[config.mk]
export PLATFORM = sky130hd
export DESIGN_NAME = ddr_interval_controller_flat
export DESIGN_NICKNAME = d
export VERILOG_FILES = /design/src/ddr_interval_pkg.sv /design/src/ddr_interval_if.sv /design/src/ddr_interval_controller.sv /design/src/flat_wrapper.sv
export VERILOG_INCLUDE_DIRS = /design/src /design/src/src
export SDC_FILE = /design/constraint.sdc
export NUM_CORES = 1
export LEC_CHECK = 0
export ABC_AREA = 1
export BUFFER_PORTS_ARGS = -buffer_cell sky130_fd_sc_hd__buf_2
export CELL_PAD_IN_SITES_DETAIL_PLACEMENT = 1
export CELL_PAD_IN_SITES_GLOBAL_PLACEMENT = 1
export CORE_ASPECT_RATIO = 1.25
export CORE_MARGIN = 4
export CORE_UTILIZATION = 42
export CTS_CLUSTER_DIAMETER = 80
export DETAILED_ROUTE_END_ITERATION = 6
export MAX_ROUTING_LAYER = met4
export PLACE_DENSITY = 0.81
export SYNTH_ARGS = -nofsm -noshare
export SYNTH_HDL_FRONTEND = slang
export SYNTH_SLANG_ARGS = --single-unit
[constraint.sdc]
create_clock -name clock -period 2.34 [get_ports clock]
set_clock_uncertainty 0.15 [all_clocks]
set_input_delay 0.117 -clock clock [delete_from_list [all_inputs] [get_ports clock]]
set_output_delay 0.117 -clock clock [all_outputs]
set_load 0.1 [all_outputs]
[src/ddr_interval_map.svh]
// Purpose: Timing counts and field layout shared by both ends of the command interval link.
// Assumes: One 250 MHz clock; counts are in clock cycles of that clock.
// Notes: Each figure appears here once and is used by name.
// Functional notes
// - Read then write: terminate, wait, then write
// - Other row same bank: precharge, activate, write
// - Idle other bank may be opened during read
// - Write then read waits write_to_read_gap
// - Read other row: precharge after write gap
// - Idle other bank may be opened during write
// - Read interrupting write: mask one cycle before
// - Read right after write needs no mask
// - Other-row read cannot interrupt a write
// - Turnaround counts from edge after last pair
// - Terminate one or two cycles cuts write
// - Same-bank precharge interrupts the read burst
// - Full read needs precharge after half burst
// - Other-bank precharge leaves read undisturbed
// - Terminate floats data after read latency
// - Terminate during write stores nothing further
// - Precharge floats read data after read latency
// - Mask high blocks byte, zero latency
`ifndef DDR_INTERVAL_MAP_SVH
`define DDR_INTERVAL_MAP_SVH
`define READ_LATENCY_CYCLES 3
`define BURST_WORD_COUNT 4
`define WRITE_LATENCY_CYCLES 1
`define PRECHARGE_PERIOD_NS 15
`define ACTIVATE_TO_COLUMN_NS 15
`define WRITE_RECOVERY_NS 15
`define CLOCK_PERIOD_NS 4
`define PRECHARGE_PERIOD_CYC ((`PRECHARGE_PERIOD_NS + `CLOCK_PERIOD_NS - 1) / `CLOCK_PERIOD_NS)
`define ACTIVATE_TO_COLUMN_CYC ((`ACTIVATE_TO_COLUMN_NS + `CLOCK_PERIOD_NS - 1) / `CLOCK_PERIOD_NS)
`define WRITE_RECOVERY_CYC ((`WRITE_RECOVERY_NS + `CLOCK_PERIOD_NS - 1) / `CLOCK_PERIOD_NS)
`define WRITE_TURNAROUND_CYC 1
`define BANK_COUNT 4
`define ROW_WIDTH 13
`define COL_WIDTH 10
`define DATA_WIDTH 16
`define BANK_WIDTH 2
`endif

[src/ddr_interval_pkg.sv]
// Purpose: Types shared by both ends of the command interval link.
// Assumes: The map header supplies widths.
// Notes: Command codes are one-hot so a decode is a single bit test.
`include "ddr_interval_map.svh"
package ddr_interval_pkg;
    typedef enum logic [6:0] {
        cmd_nop_type = 7'h01,
        cmd_read_type = 7'h02,
        cmd_write_type = 7'h04,
        cmd_activate_type = 7'h08,
        cmd_precharge_type = 7'h10,
        cmd_precharge_all_type = 7'h20,
        cmd_burst_terminate_type = 7'h40
    } command_type;
    typedef logic [`BANK_WIDTH-1:0] bank_type;
    typedef logic [`ROW_WIDTH-1:0] row_type;
    typedef logic [`DATA_WIDTH-1:0] data_type;
endpackage

[src/ddr_interval_if.sv]
// Purpose: Command, address and data wires between controller and memory end.
// Assumes: Commands are taken on the rising edge of clock.
// Notes: Data and strobe are modelled as one word per cycle with enables.
`timescale 1ns/1ps
interface ddr_interval_if (
    input wire logic clock
);
    import ddr_interval_pkg::*;
    command_type command;
    bank_type bank;
    row_type address;
    data_type data_from_controller;
    logic data_controller_oe;
    logic [1:0] write_byte_mask;
    data_type data_from_memory;
    logic data_memory_oe;
    logic data_strobe_out;
    logic data_strobe_oe;
    modport controller (
        input clock,
        output command,
        output bank,
        output address,
        output data_from_controller,
        output data_controller_oe,
        output write_byte_mask,
        input data_from_memory,
        input data_memory_oe,
        input data_strobe_out,
        input data_strobe_oe
    );
    modport memory (
        input clock,
        input command,
        input bank,
        input address,
        input data_from_controller,
        input data_controller_oe,
        input write_byte_mask,
        output data_from_memory,
        output data_memory_oe,
        output data_strobe_out,
        output data_strobe_oe
    );
endinterface

[src/ddr_interval_controller.sv]
// Purpose: Controller end: picks the legal interval sequence for each request.
// Assumes: One request at a time, taken when ready is high.
// Notes: Read-to-read and write-to-write spacing are outside this end.
`timescale 1ns/1ps
`include "ddr_interval_map.svh"
module ddr_interval_controller #(
    parameter int read_latency = `READ_LATENCY_CYCLES,
    parameter int burst_words = `BURST_WORD_COUNT
) (
    input wire logic clock,
    input wire logic rst_b,
    ddr_interval_if.controller link,
    input wire logic req_valid,
    input wire logic req_write,
    input wire logic req_interrupt,
    input wire ddr_interval_pkg::bank_type req_bank,
    input wire ddr_interval_pkg::row_type req_row,
    input wire ddr_interval_pkg::data_type req_data,
    output logic req_ready
);
    import ddr_interval_pkg::*;
    typedef enum logic [5:0] {
        st_idle_type = 6'h01,
        st_gap_type = 6'h02,
        st_pre_type = 6'h04,
        st_act_type = 6'h08,
        st_col_type = 6'h10,
        st_data_type = 6'h20
    } state_type;
    state_type state;
    logic [`BANK_COUNT-1:0] active;
    row_type open_row [0:`BANK_COUNT-1];
    logic last_write;
    logic busy_burst;
    bank_type last_bank;
    logic [7:0] wait_count;
    logic [3:0] data_left;
    logic hold_write;
    logic hold_interrupt;
    bank_type hold_bank;
    row_type hold_row;

    // Gap needed after the previous column command before the new one.
    function automatic logic [7:0] column_gap(input logic prev_write, input logic now_write,
        input logic cut);
        if (!prev_write && now_write)
            column_gap = 8'(read_latency + 1); // stop_to_write_gap >= stop_to_float_delay
        else if (prev_write && !now_write)
            column_gap = cut ? 8'h1 : 8'(`WRITE_LATENCY_CYCLES + burst_words / 2 + `WRITE_TURNAROUND_CYC);
        else
            column_gap = 8'h1;
    endfunction

    ////////////////////////////////////////////////////////////////////////
    // Sequencer: terminate or wait, precharge, activate, column command.
    always_ff @(posedge clock or negedge rst_b)
    begin
        if (!rst_b)
        begin
            state <= st_idle_type;
            link.command <= cmd_nop_type;
            link.bank <= '0;
            link.address <= '0;
            wait_count <= '0;
            req_ready <= 1'b1;
            hold_write <= 1'b0;
            hold_interrupt <= 1'b0;
            hold_bank <= '0;
            hold_row <= '0;
        end
        else
        begin
            link.command <= cmd_nop_type;
            if (wait_count != 0)
                wait_count <= wait_count - 8'h1;
            case (state)
                st_idle_type:
                    if (req_valid && req_ready)
                    begin
                        req_ready <= 1'b0;
                        hold_write <= req_write;
                        hold_interrupt <= req_interrupt;
                        hold_bank <= req_bank;
                        hold_row <= req_row;
                        link.bank <= req_bank;
                        if (!active[req_bank] || open_row[req_bank] != req_row)
                        begin
                            // Other row or idle bank: precharge path, read left alone elsewhere.
                            state <= st_pre_type;
                            if (last_write && busy_burst && last_bank == req_bank)
                                wait_count <= 8'(`WRITE_LATENCY_CYCLES + burst_words / 2 + `WRITE_RECOVERY_CYC);
                            else if (!last_write && busy_burst && last_bank == req_bank)
                                wait_count <= 8'(burst_words / 2);
                        end
                        else if (!last_write && busy_burst && req_write)
                        begin
                            link.command <= cmd_burst_terminate_type;
                            wait_count <= column_gap(1'b0, 1'b1, 1'b0);
                            state <= st_gap_type;
                        end
                        else
                        begin
                            wait_count <= busy_burst ? column_gap(last_write, req_write, req_interrupt) : 8'h0;
                            state <= st_gap_type;
                        end
                    end
                st_pre_type:
                    if (wait_count == 0)
                    begin
                        link.command <= cmd_precharge_type;
                        wait_count <= 8'(`PRECHARGE_PERIOD_CYC);
                        state <= st_act_type;
                    end
                st_act_type:
                    if (wait_count <= 1)
                    begin
                        link.command <= cmd_activate_type;
                        link.address <= hold_row;
                        wait_count <= 8'(`ACTIVATE_TO_COLUMN_CYC);
                        state <= st_gap_type;
                    end
                st_gap_type:
                    if (wait_count <= 1)
                        state <= st_col_type;
                st_col_type:
                begin
                    link.command <= hold_write ? cmd_write_type : cmd_read_type;
                    link.address <= '0;
                    state <= hold_write ? st_data_type : st_idle_type;
                    req_ready <= !hold_write;
                end
                st_data_type:
                    if (data_left == 1)
                    begin
                        state <= st_idle_type;
                        req_ready <= 1'b1;
                    end
                default:
                    state <= st_idle_type;
            endcase
        end
    end

    ////////////////////////////////////////////////////////////////////////
    // Bank and row bookkeeping so each request picks its case.
    always_ff @(posedge clock or negedge rst_b)
    begin
        if (!rst_b)
        begin
            active <= '0;
            for (int i = 0; i < `BANK_COUNT; i++)
                open_row[i] <= '0;
        end
        else if (link.command == cmd_activate_type)
        begin
            active[link.bank] <= 1'b1;
            open_row[link.bank] <= link.address;
        end
        else if (link.command == cmd_precharge_type)
            active[link.bank] <= 1'b0;
    end

    // Remembers the last column command; busy until a terminate or precharge follows.
    always_ff @(posedge clock or negedge rst_b)
    begin
        if (!rst_b)
        begin
            last_write <= 1'b0;
            last_bank <= '0;
            busy_burst <= 1'b0;
        end
        else if (link.command == cmd_read_type || link.command == cmd_write_type)
        begin
            last_write <= link.command == cmd_write_type;
            last_bank <= link.bank;
            busy_burst <= 1'b1;
        end
        else if (link.command == cmd_burst_terminate_type || link.command == cmd_precharge_type)
            busy_burst <= 1'b0;
    end

    ////////////////////////////////////////////////////////////////////////
    // Write data drive; a requested interrupt masks the last word of the burst.
    always_ff @(posedge clock or negedge rst_b)
    begin
        if (!rst_b)
        begin
            data_left <= '0;
            link.data_from_controller <= '0;
            link.data_controller_oe <= 1'b0;
            link.write_byte_mask <= 2'h0;
        end
        else if (link.command == cmd_write_type)
        begin
            data_left <= 4'(burst_words / 2);
            link.data_from_controller <= req_data;
            link.data_controller_oe <= 1'b1;
            link.write_byte_mask <= 2'h0;
        end
        else if (data_left != 0)
        begin
            data_left <= data_left - 4'h1;
            link.data_controller_oe <= data_left != 1;
            link.write_byte_mask <= (hold_interrupt && data_left == 2) ? 2'h3 : 2'h0;
        end
        else
        begin
            link.data_controller_oe <= 1'b0;
            link.write_byte_mask <= 2'h0;
        end
    end
endmodule

[src/flat_wrapper.sv]
// flat-port wrapper written by rule: the top's interface ports become plain ports
module ddr_interval_controller_flat import ddr_interval_pkg::*;
#(
    parameter int read_latency = `READ_LATENCY_CYCLES,
    parameter int burst_words = `BURST_WORD_COUNT
)
  (clock, rst_b, req_valid, req_write, req_interrupt, req_bank, req_row, req_data, req_ready, link_command, link_bank, link_address, link_data_from_controller, link_data_controller_oe, link_write_byte_mask, link_data_from_memory, link_data_memory_oe, link_data_strobe_out, link_data_strobe_oe);
  ddr_interval_if link_i (.clock(clock));
  input wire logic clock;
  input wire logic rst_b;
  input wire logic req_valid;
  input wire logic req_write;
  input wire logic req_interrupt;
  input wire ddr_interval_pkg::bank_type req_bank;
  input wire ddr_interval_pkg::row_type req_row;
  input wire ddr_interval_pkg::data_type req_data;
  output logic req_ready;
  output wire logic [$bits(link_i.command)-1:0] link_command;
  output wire logic [$bits(link_i.bank)-1:0] link_bank;
  output wire logic [$bits(link_i.address)-1:0] link_address;
  output wire logic [$bits(link_i.data_from_controller)-1:0] link_data_from_controller;
  output wire logic [$bits(link_i.data_controller_oe)-1:0] link_data_controller_oe;
  output wire logic [$bits(link_i.write_byte_mask)-1:0] link_write_byte_mask;
  input wire logic [$bits(link_i.data_from_memory)-1:0] link_data_from_memory;
  input wire logic [$bits(link_i.data_memory_oe)-1:0] link_data_memory_oe;
  input wire logic [$bits(link_i.data_strobe_out)-1:0] link_data_strobe_out;
  input wire logic [$bits(link_i.data_strobe_oe)-1:0] link_data_strobe_oe;
  assign link_command = link_i.command;
  assign link_bank = link_i.bank;
  assign link_address = link_i.address;
  assign link_data_from_controller = link_i.data_from_controller;
  assign link_data_controller_oe = link_i.data_controller_oe;
  assign link_write_byte_mask = link_i.write_byte_mask;
  assign link_i.data_from_memory = link_data_from_memory;
  assign link_i.data_memory_oe = link_data_memory_oe;
  assign link_i.data_strobe_out = link_data_strobe_out;
  assign link_i.data_strobe_oe = link_data_strobe_oe;
  ddr_interval_controller #(.read_latency(read_latency), .burst_words(burst_words)) u_core (.clock(clock), .rst_b(rst_b), .link(link_i), .req_valid(req_valid), .req_write(req_write), .req_interrupt(req_interrupt), .req_bank(req_bank), .req_row(req_row), .req_data(req_data), .req_ready(req_ready));
endmodule
======== Word level (Yosys, flattened, before mapping) ========
Cells that the tools add are included.
W data, S select, Z words.
storage, ports and cells
  bits in registers ....................... 135
  output and inout bits ................... 42
  logic and storage cells ................. 140
operators by class
  add/sub/neg operators ................... 2
  magnitude comparators ................... 7
  equality and inequality tests ........... 21
  muxes and demuxes ....................... 54
  bitwise operators ....................... 5
  reduce and logical (&&, ||, !) cells .... 30
operators by type and width
  operator               number
  $mux W8                11
  $bwmux W52             1
  $mux W13               4
  $mux W6                6
  $pmux W6 S6            1
  $pmux W7 S4            1
  $bmux W13 S2           1
  $demux W13 S2          1
  $pmux W13 S2           1
  $pmux W8 S3            1
  $mux W7                3
  $mux W4                5
  $ne A13 B13 Y1         1
  $logic_and A1 B1 Y1    11
  $ne A2 B1 Y1 const B   5
  $mux W3                3
  $le A8 B1 Y1 const B   1
  $logic_not A8 Y1       1
  $mux W1                8
  $reduce_bool A2 Y1     4
  $reduce_bool A8 Y1     1
  $sub A8 B1 Y8 const B  1
  $eq A7 B2 Y1 const B   1
  $eq A7 B3 Y1 const B   1
  34 further kinds       45

======== Longest topological paths before layout ========
  depth after elaboration ................. 9
  depth in mapped cells ................... 14
  depth with buffers taken out ............ 13

======== Worst setup path before layout ========
Ideal clock, no wire load.
  path kind ............................... register to register
  start ................................... reg u_core.link.command[3]
  end ..................................... reg u_core.open_row[46] in the netlist's numbering
  library setup time ...................... 126 ps
  data arrival time ....................... 2,236 ps
  path slack .............................. -172 ps
  stages on the path, launching flop included .. 11
  path buffers ............................ 1
  clock period less this slack ............ 2,512 ps
  path through ............................ dfrtp_1 inv_1 nor4_4 inv_1 nand2_1 inv_1 nor3_2 nand2_2 buf_6 nand2_1 o21ai_1
between the ends
  word-level cells in the longest chain between the ends .. 1
ends and longest elaborated chain
  item                             RTL line                        source
  from (decl)                      ddr_interval_if.sv:21           output command,
  from (signal assigned)           ddr_interval_controller.sv:61   link.command <= cmd_nop_type;
  from (signal assigned)           ddr_interval_controller.sv:73   link.command <= cmd_nop_type;
  from (signal assigned)           ddr_interval_controller.sv:97   link.command <= cmd_burst_terminate_type;
  $eq A7 B4 Y1                     ddr_interval_controller.sv:154  else if (link.command == cmd_activate_type)
  to (signal, indexed assignment)  ddr_interval_controller.sv:157  open_row[link.bank] <= link.address;
  to (decl)                        ddr_interval_controller.sv:32   row_type open_row [0:`BANK_COUNT-1];
Every way passes these cells.
A chain may end at the register's enable or synchronous reset.

======== Worst setup path in the final report ========
  start ................................... reg u_core.wait_count[1]
  end ..................................... reg u_core.wait_count[0]
between the ends
  word-level cells in the longest chain between the ends .. 7
ends and longest elaborated chain
  item                    RTL line                       source
  from (decl)             ddr_interval_controller.sv:36  logic [7:0] wait_count;
  from (signal assigned)  ddr_interval_controller.sv:75  wait_count <= wait_count - 8'h1;
  from (signal assigned)  ddr_interval_controller.sv:91  wait_count <= 8'(`WRITE_LATENCY_CYCLES + burst_words / 2 + `WRITE_RECOVERY_CYC);
  from (signal assigned)  ddr_interval_controller.sv:93  wait_count <= 8'(burst_words / 2);
  $reduce_bool A8 Y1      ddr_interval_controller.sv:74  if (wait_count != 0)
  $mux W8                 ddr_interval_controller.sv:74
  $mux W8                 ddr_interval_controller.sv:92  else if (!last_write && busy_burst && last_bank == req_bank)
  $mux W8                 ddr_interval_controller.sv:90  if (last_write && busy_burst && last_bank == req_bank)
  $mux W8                 ddr_interval_controller.sv:86  if (!active[req_bank] || open_row[req_bank] != req_row)
  $mux W8                 ddr_interval_controller.sv:78  if (req_valid && req_ready)
  $pmux W8 S3 (*)         ddr_interval_controller.sv:76  case (state)
Every way passes the cells marked *; elsewhere a longest branch is shown, timed or not.

==> flow_summary.toml <==
[floorplanning]
die_width_um = 117
fp.dieH_um = 144
core_um2 = 14500
io_pins = 97
std_cell_rows = 49
die_area_um2 = 16800
initial_core_util_pct = 43.0

[route]
drt_iter0_drc = 377
drtAntennaViolNets = 0
drt_wl_total_um = 18700
routedWlPerCell_um = 17.4
drc_errors = 0
viasPerCell = 5.26
vias = 5671
firstDrtPassIters = 5

[yosys]
synth_top_family_by_area = "simple AND/OR/NAND/NOR gates"
postSynthAreaPerCell_um2 = 8.15
yosys.area_share.adder_pct = 1.41
ys_async_sr_fraction_pct = 100
ys_warn_count = 0
netlist-cell-type-count = 39
synth.mux.area_fraction_pct = 0.181
ys_seq_area_share_pct = 53.6
ys_ff_latch = 133
synth_nets = 825
synth-simple-area-share_pct = 26.6
syn_inst = 763
synth-xor-area-share_pct = 0.845
synth_compound_area_share_pct = 10.3
synth-edff-count = 0
netlist_area_um2 = 6220
synth-main-ff-cell = "dfrtp_1"

[finish]
syn_to_final_growth_pct = 26.0
diodes = 0
fillCellCount = 1749
stdcell_count = 1078
drive_gt1_share_pct = 17.4
nets = 949

[setup_path]
worstPathMaxFanout = 4
critPathArrivalTime_ns = 2.36
crit_required_ns = 2.53
reg2reg_depth = 11
cp-start-kind = "flip-flop"
end_kind = "flip-flop"
ff2ff_setup_slack_ns = 0.17
slowest_stage = "dfrtp_1"
worstPathCellList = "inv_1 -> ha_1 -> nand2_1 -> nor2_2 -> nand3_1 -> ha_1 -> inv_1 -> o21ai_0 -> nand2_1 -> nand3_1 -> a21oi_1"
r2r_start = "u_core.wait_count[1]"
crit_type = "reg -> reg"
r2r-end = "u_core.wait_count[0]"
critPathMaxStageDelay_ns = 0.40

[timing]
worst_slew_pin_slew_ns = 0.582
hold_viol = 0
period_share_pct = 92.8
rsz0062_at_grt = "false"
period_needed_ns = 2.17
final_max_slew_viol_count = 0
max_freq_mhz = 460
finalSetupViolCount = 0
finalSetupTns_ns = 0
relSlewSlack_pct = 61.2
setup_slack_ns = 0.168

[clocking]
cts_max_level = 4
cts_root_buffer = "clkbuf_16"
cts_buffers = 17
cts_tree = "yes"
clkLatencyLatePin_ns = 0.42
cts.clk_slew.worst_paths_ns = 0.06
cts.sinks = 133
post-cts-setup-buffers = 0
clock_path_buffers = 2

[place]
hpwl_um = 12400
io_buffers = 76
gp_congestion = 0.825
placedCellCount = 1013
pre_cts_slack_ns = 0.0367

[global_route]
grt_usage_pct = 24.5
grt_pass1_vias = 6175
grt_overflow = 0
grt_max_degree = 44
grt_pass1_wl_um = 30900
grt_antenna_before_repair = 0

[min_path]
min_path_type = "in -> async"

[power]
p_leak_nw = 3.79
finalPower_mw = 5.40
p_per_area_nw_per_um2 = 690
ir_drop_uv = 480

[job]
drv_cap = 0

[status]
status = "finished, final reports clean"
## cell usage in the layout (no fill, tap or decap), types with 2 or more instances in the layout
cell	instances
inv_2	4
nor4_4	2
o22ai_1	6
a21oi_1	13
buf_4	20
o211ai_1	2
buf_12	3
nand4_1	5
nand2_1	273
dlygate4sd3_1	33
nand2_2	3
ha_1	7
nor2_1	39
dfrtp_2	4
dfrtp_1	126
buf_2	75
dfstp_2	3
inv_6	4
nor2_2	5
bufinv_16	4
o21ai_0	66
nor3_2	2
clkinvlp_4	3
nand3_1	52
xnor2_1	5
inv_1	70
nand3b_1	4
nor3_1	5
o21ai_1	27
clkbuf_16	17
clkinv_2	2
## worst max-delay path by stage
stage	start	to	slack [ns]	cells past startpoint
after global routing	u_core.link.command[1]	u_core.open_row[43]	0.01	11
after global placement	req_bank[0]	u_core.wait_count[3]	0.21	13
final	u_core.wait_count[1]	u_core.wait_count[0]	0.17	11
after detailed placement	req_bank[0]	u_core.wait_count[3]	0.04	13
after CTS	u_core.wait_count[1]	u_core.wait_count[0]	0.13	11
after floorplan	u_core.link.command[4]	u_core.last_bank[0]	0.009	6
## final cells by class
class	count	area (µm²)	share of cell area [%]
multi-input cells	529	2450	31.3
flip-flops and latches	133	3340	42.6
inverters	75	282	3.59
clock inverters	14	199	2.54
repair buffers	131	916	11.7
well taps	178	223	2.84
clock buffers	18	429	5.48
## per-stage QoR
stage	instance area [µm²]	hold WS [ns]	util, %
after floorplan	6230	-0.329	-
after global placement	6880	-0.0184	47.5
after detailed placement	6880	-0.000375	47.5
after CTS	7830	0.0886	54.1
after global routing	7840	0.108	54.2
final	7840	0.0788	54.2
## worst max-delay path: cells and delay by family (launching register included)
family	cells	cell delay (ns)
compound gates	2	0.25
flops	1	0.40
buf+inv	2	0.18
simple gates	5	0.57
fa+ha+maj	2	0.53
## registers in the layout, summed over array words and instances (netlist names), named ones only
signal	flops
u_core.open_row	52
u_core.link.data_from_controller	16
u_core.hold_row	13
u_core.link.address	13
u_core.wait_count	8
u_core.link.command	6
u_core.state	6
u_core.data_left	4
u_core.last_bank	2
u_core.link.bank	2
u_core.busy_burst	1
u_core.hold_interrupt	1
u_core.hold_write	1
u_core.last_write	1
u_core.link.data_controller_oe	1
u_core.link.write_byte_mask	1
u_core.req_ready	1
## cell families after synthesis
kind of cell,count (synthesis)
simple gates,393
flops,133
compound gates,121
buf+inv,101
fa+ha+maj,7
xor+xnor,6
other cells,1
mux,1
## per-layer routing
metal	routed length, µm	vias to the layer above	track usage [%]
met3	740	22	4.44
met2	9940	122	43.0
met5	0	-	-
li1	-	2696	-
met4	282	0	7.25
met1	7770	2831	28.5
## synth_stat cells (2+ instances only)
| master | n | share of area, % |
|---|---|---|
| a21oi_1 | 13 | 1.0 |
| buf_2 | 7 | 0.56 |
| buf_4 | 6 | 0.72 |
| buf_6 | 4 | 0.72 |
| clkbuf_1 | 9 | 0.54 |
| dfrtp_1 | 130 | 52 |
| dfstp_2 | 3 | 1.3 |
| ha_1 | 7 | 1.4 |
| inv_1 | 70 | 4.2 |
| inv_2 | 4 | 0.24 |
| nand2_1 | 273 | 16 |
| nand2_2 | 3 | 0.30 |
| nand3_1 | 52 | 4.2 |
| nand3b_1 | 4 | 0.48 |
| nand4_1 | 5 | 0.50 |
| nor2_1 | 40 | 2.4 |
| nor2_2 | 4 | 0.40 |
| nor3_1 | 5 | 0.40 |
| nor3_2 | 2 | 0.32 |
| nor4_4 | 2 | 0.68 |
| o211ai_1 | 2 | 0.24 |
| o21ai_0 | 66 | 5.3 |
| o21ai_1 | 27 | 2.2 |
| o22ai_1 | 6 | 0.60 |
| xnor2_1 | 5 | 0.70 |
## power breakdown
part,switching (mW),internal (mW)
combinational,0.150,0.0961
clock,1.06,1.80
sequential,0,2.30
## timing repair
item,CTS,global route
gates resized for setup,0,1
hold buffers,33,0
endpoints found under the hold margin,105,0
endpoints found under the setup margin,0,1
Power figures use the tool's default switching activity.
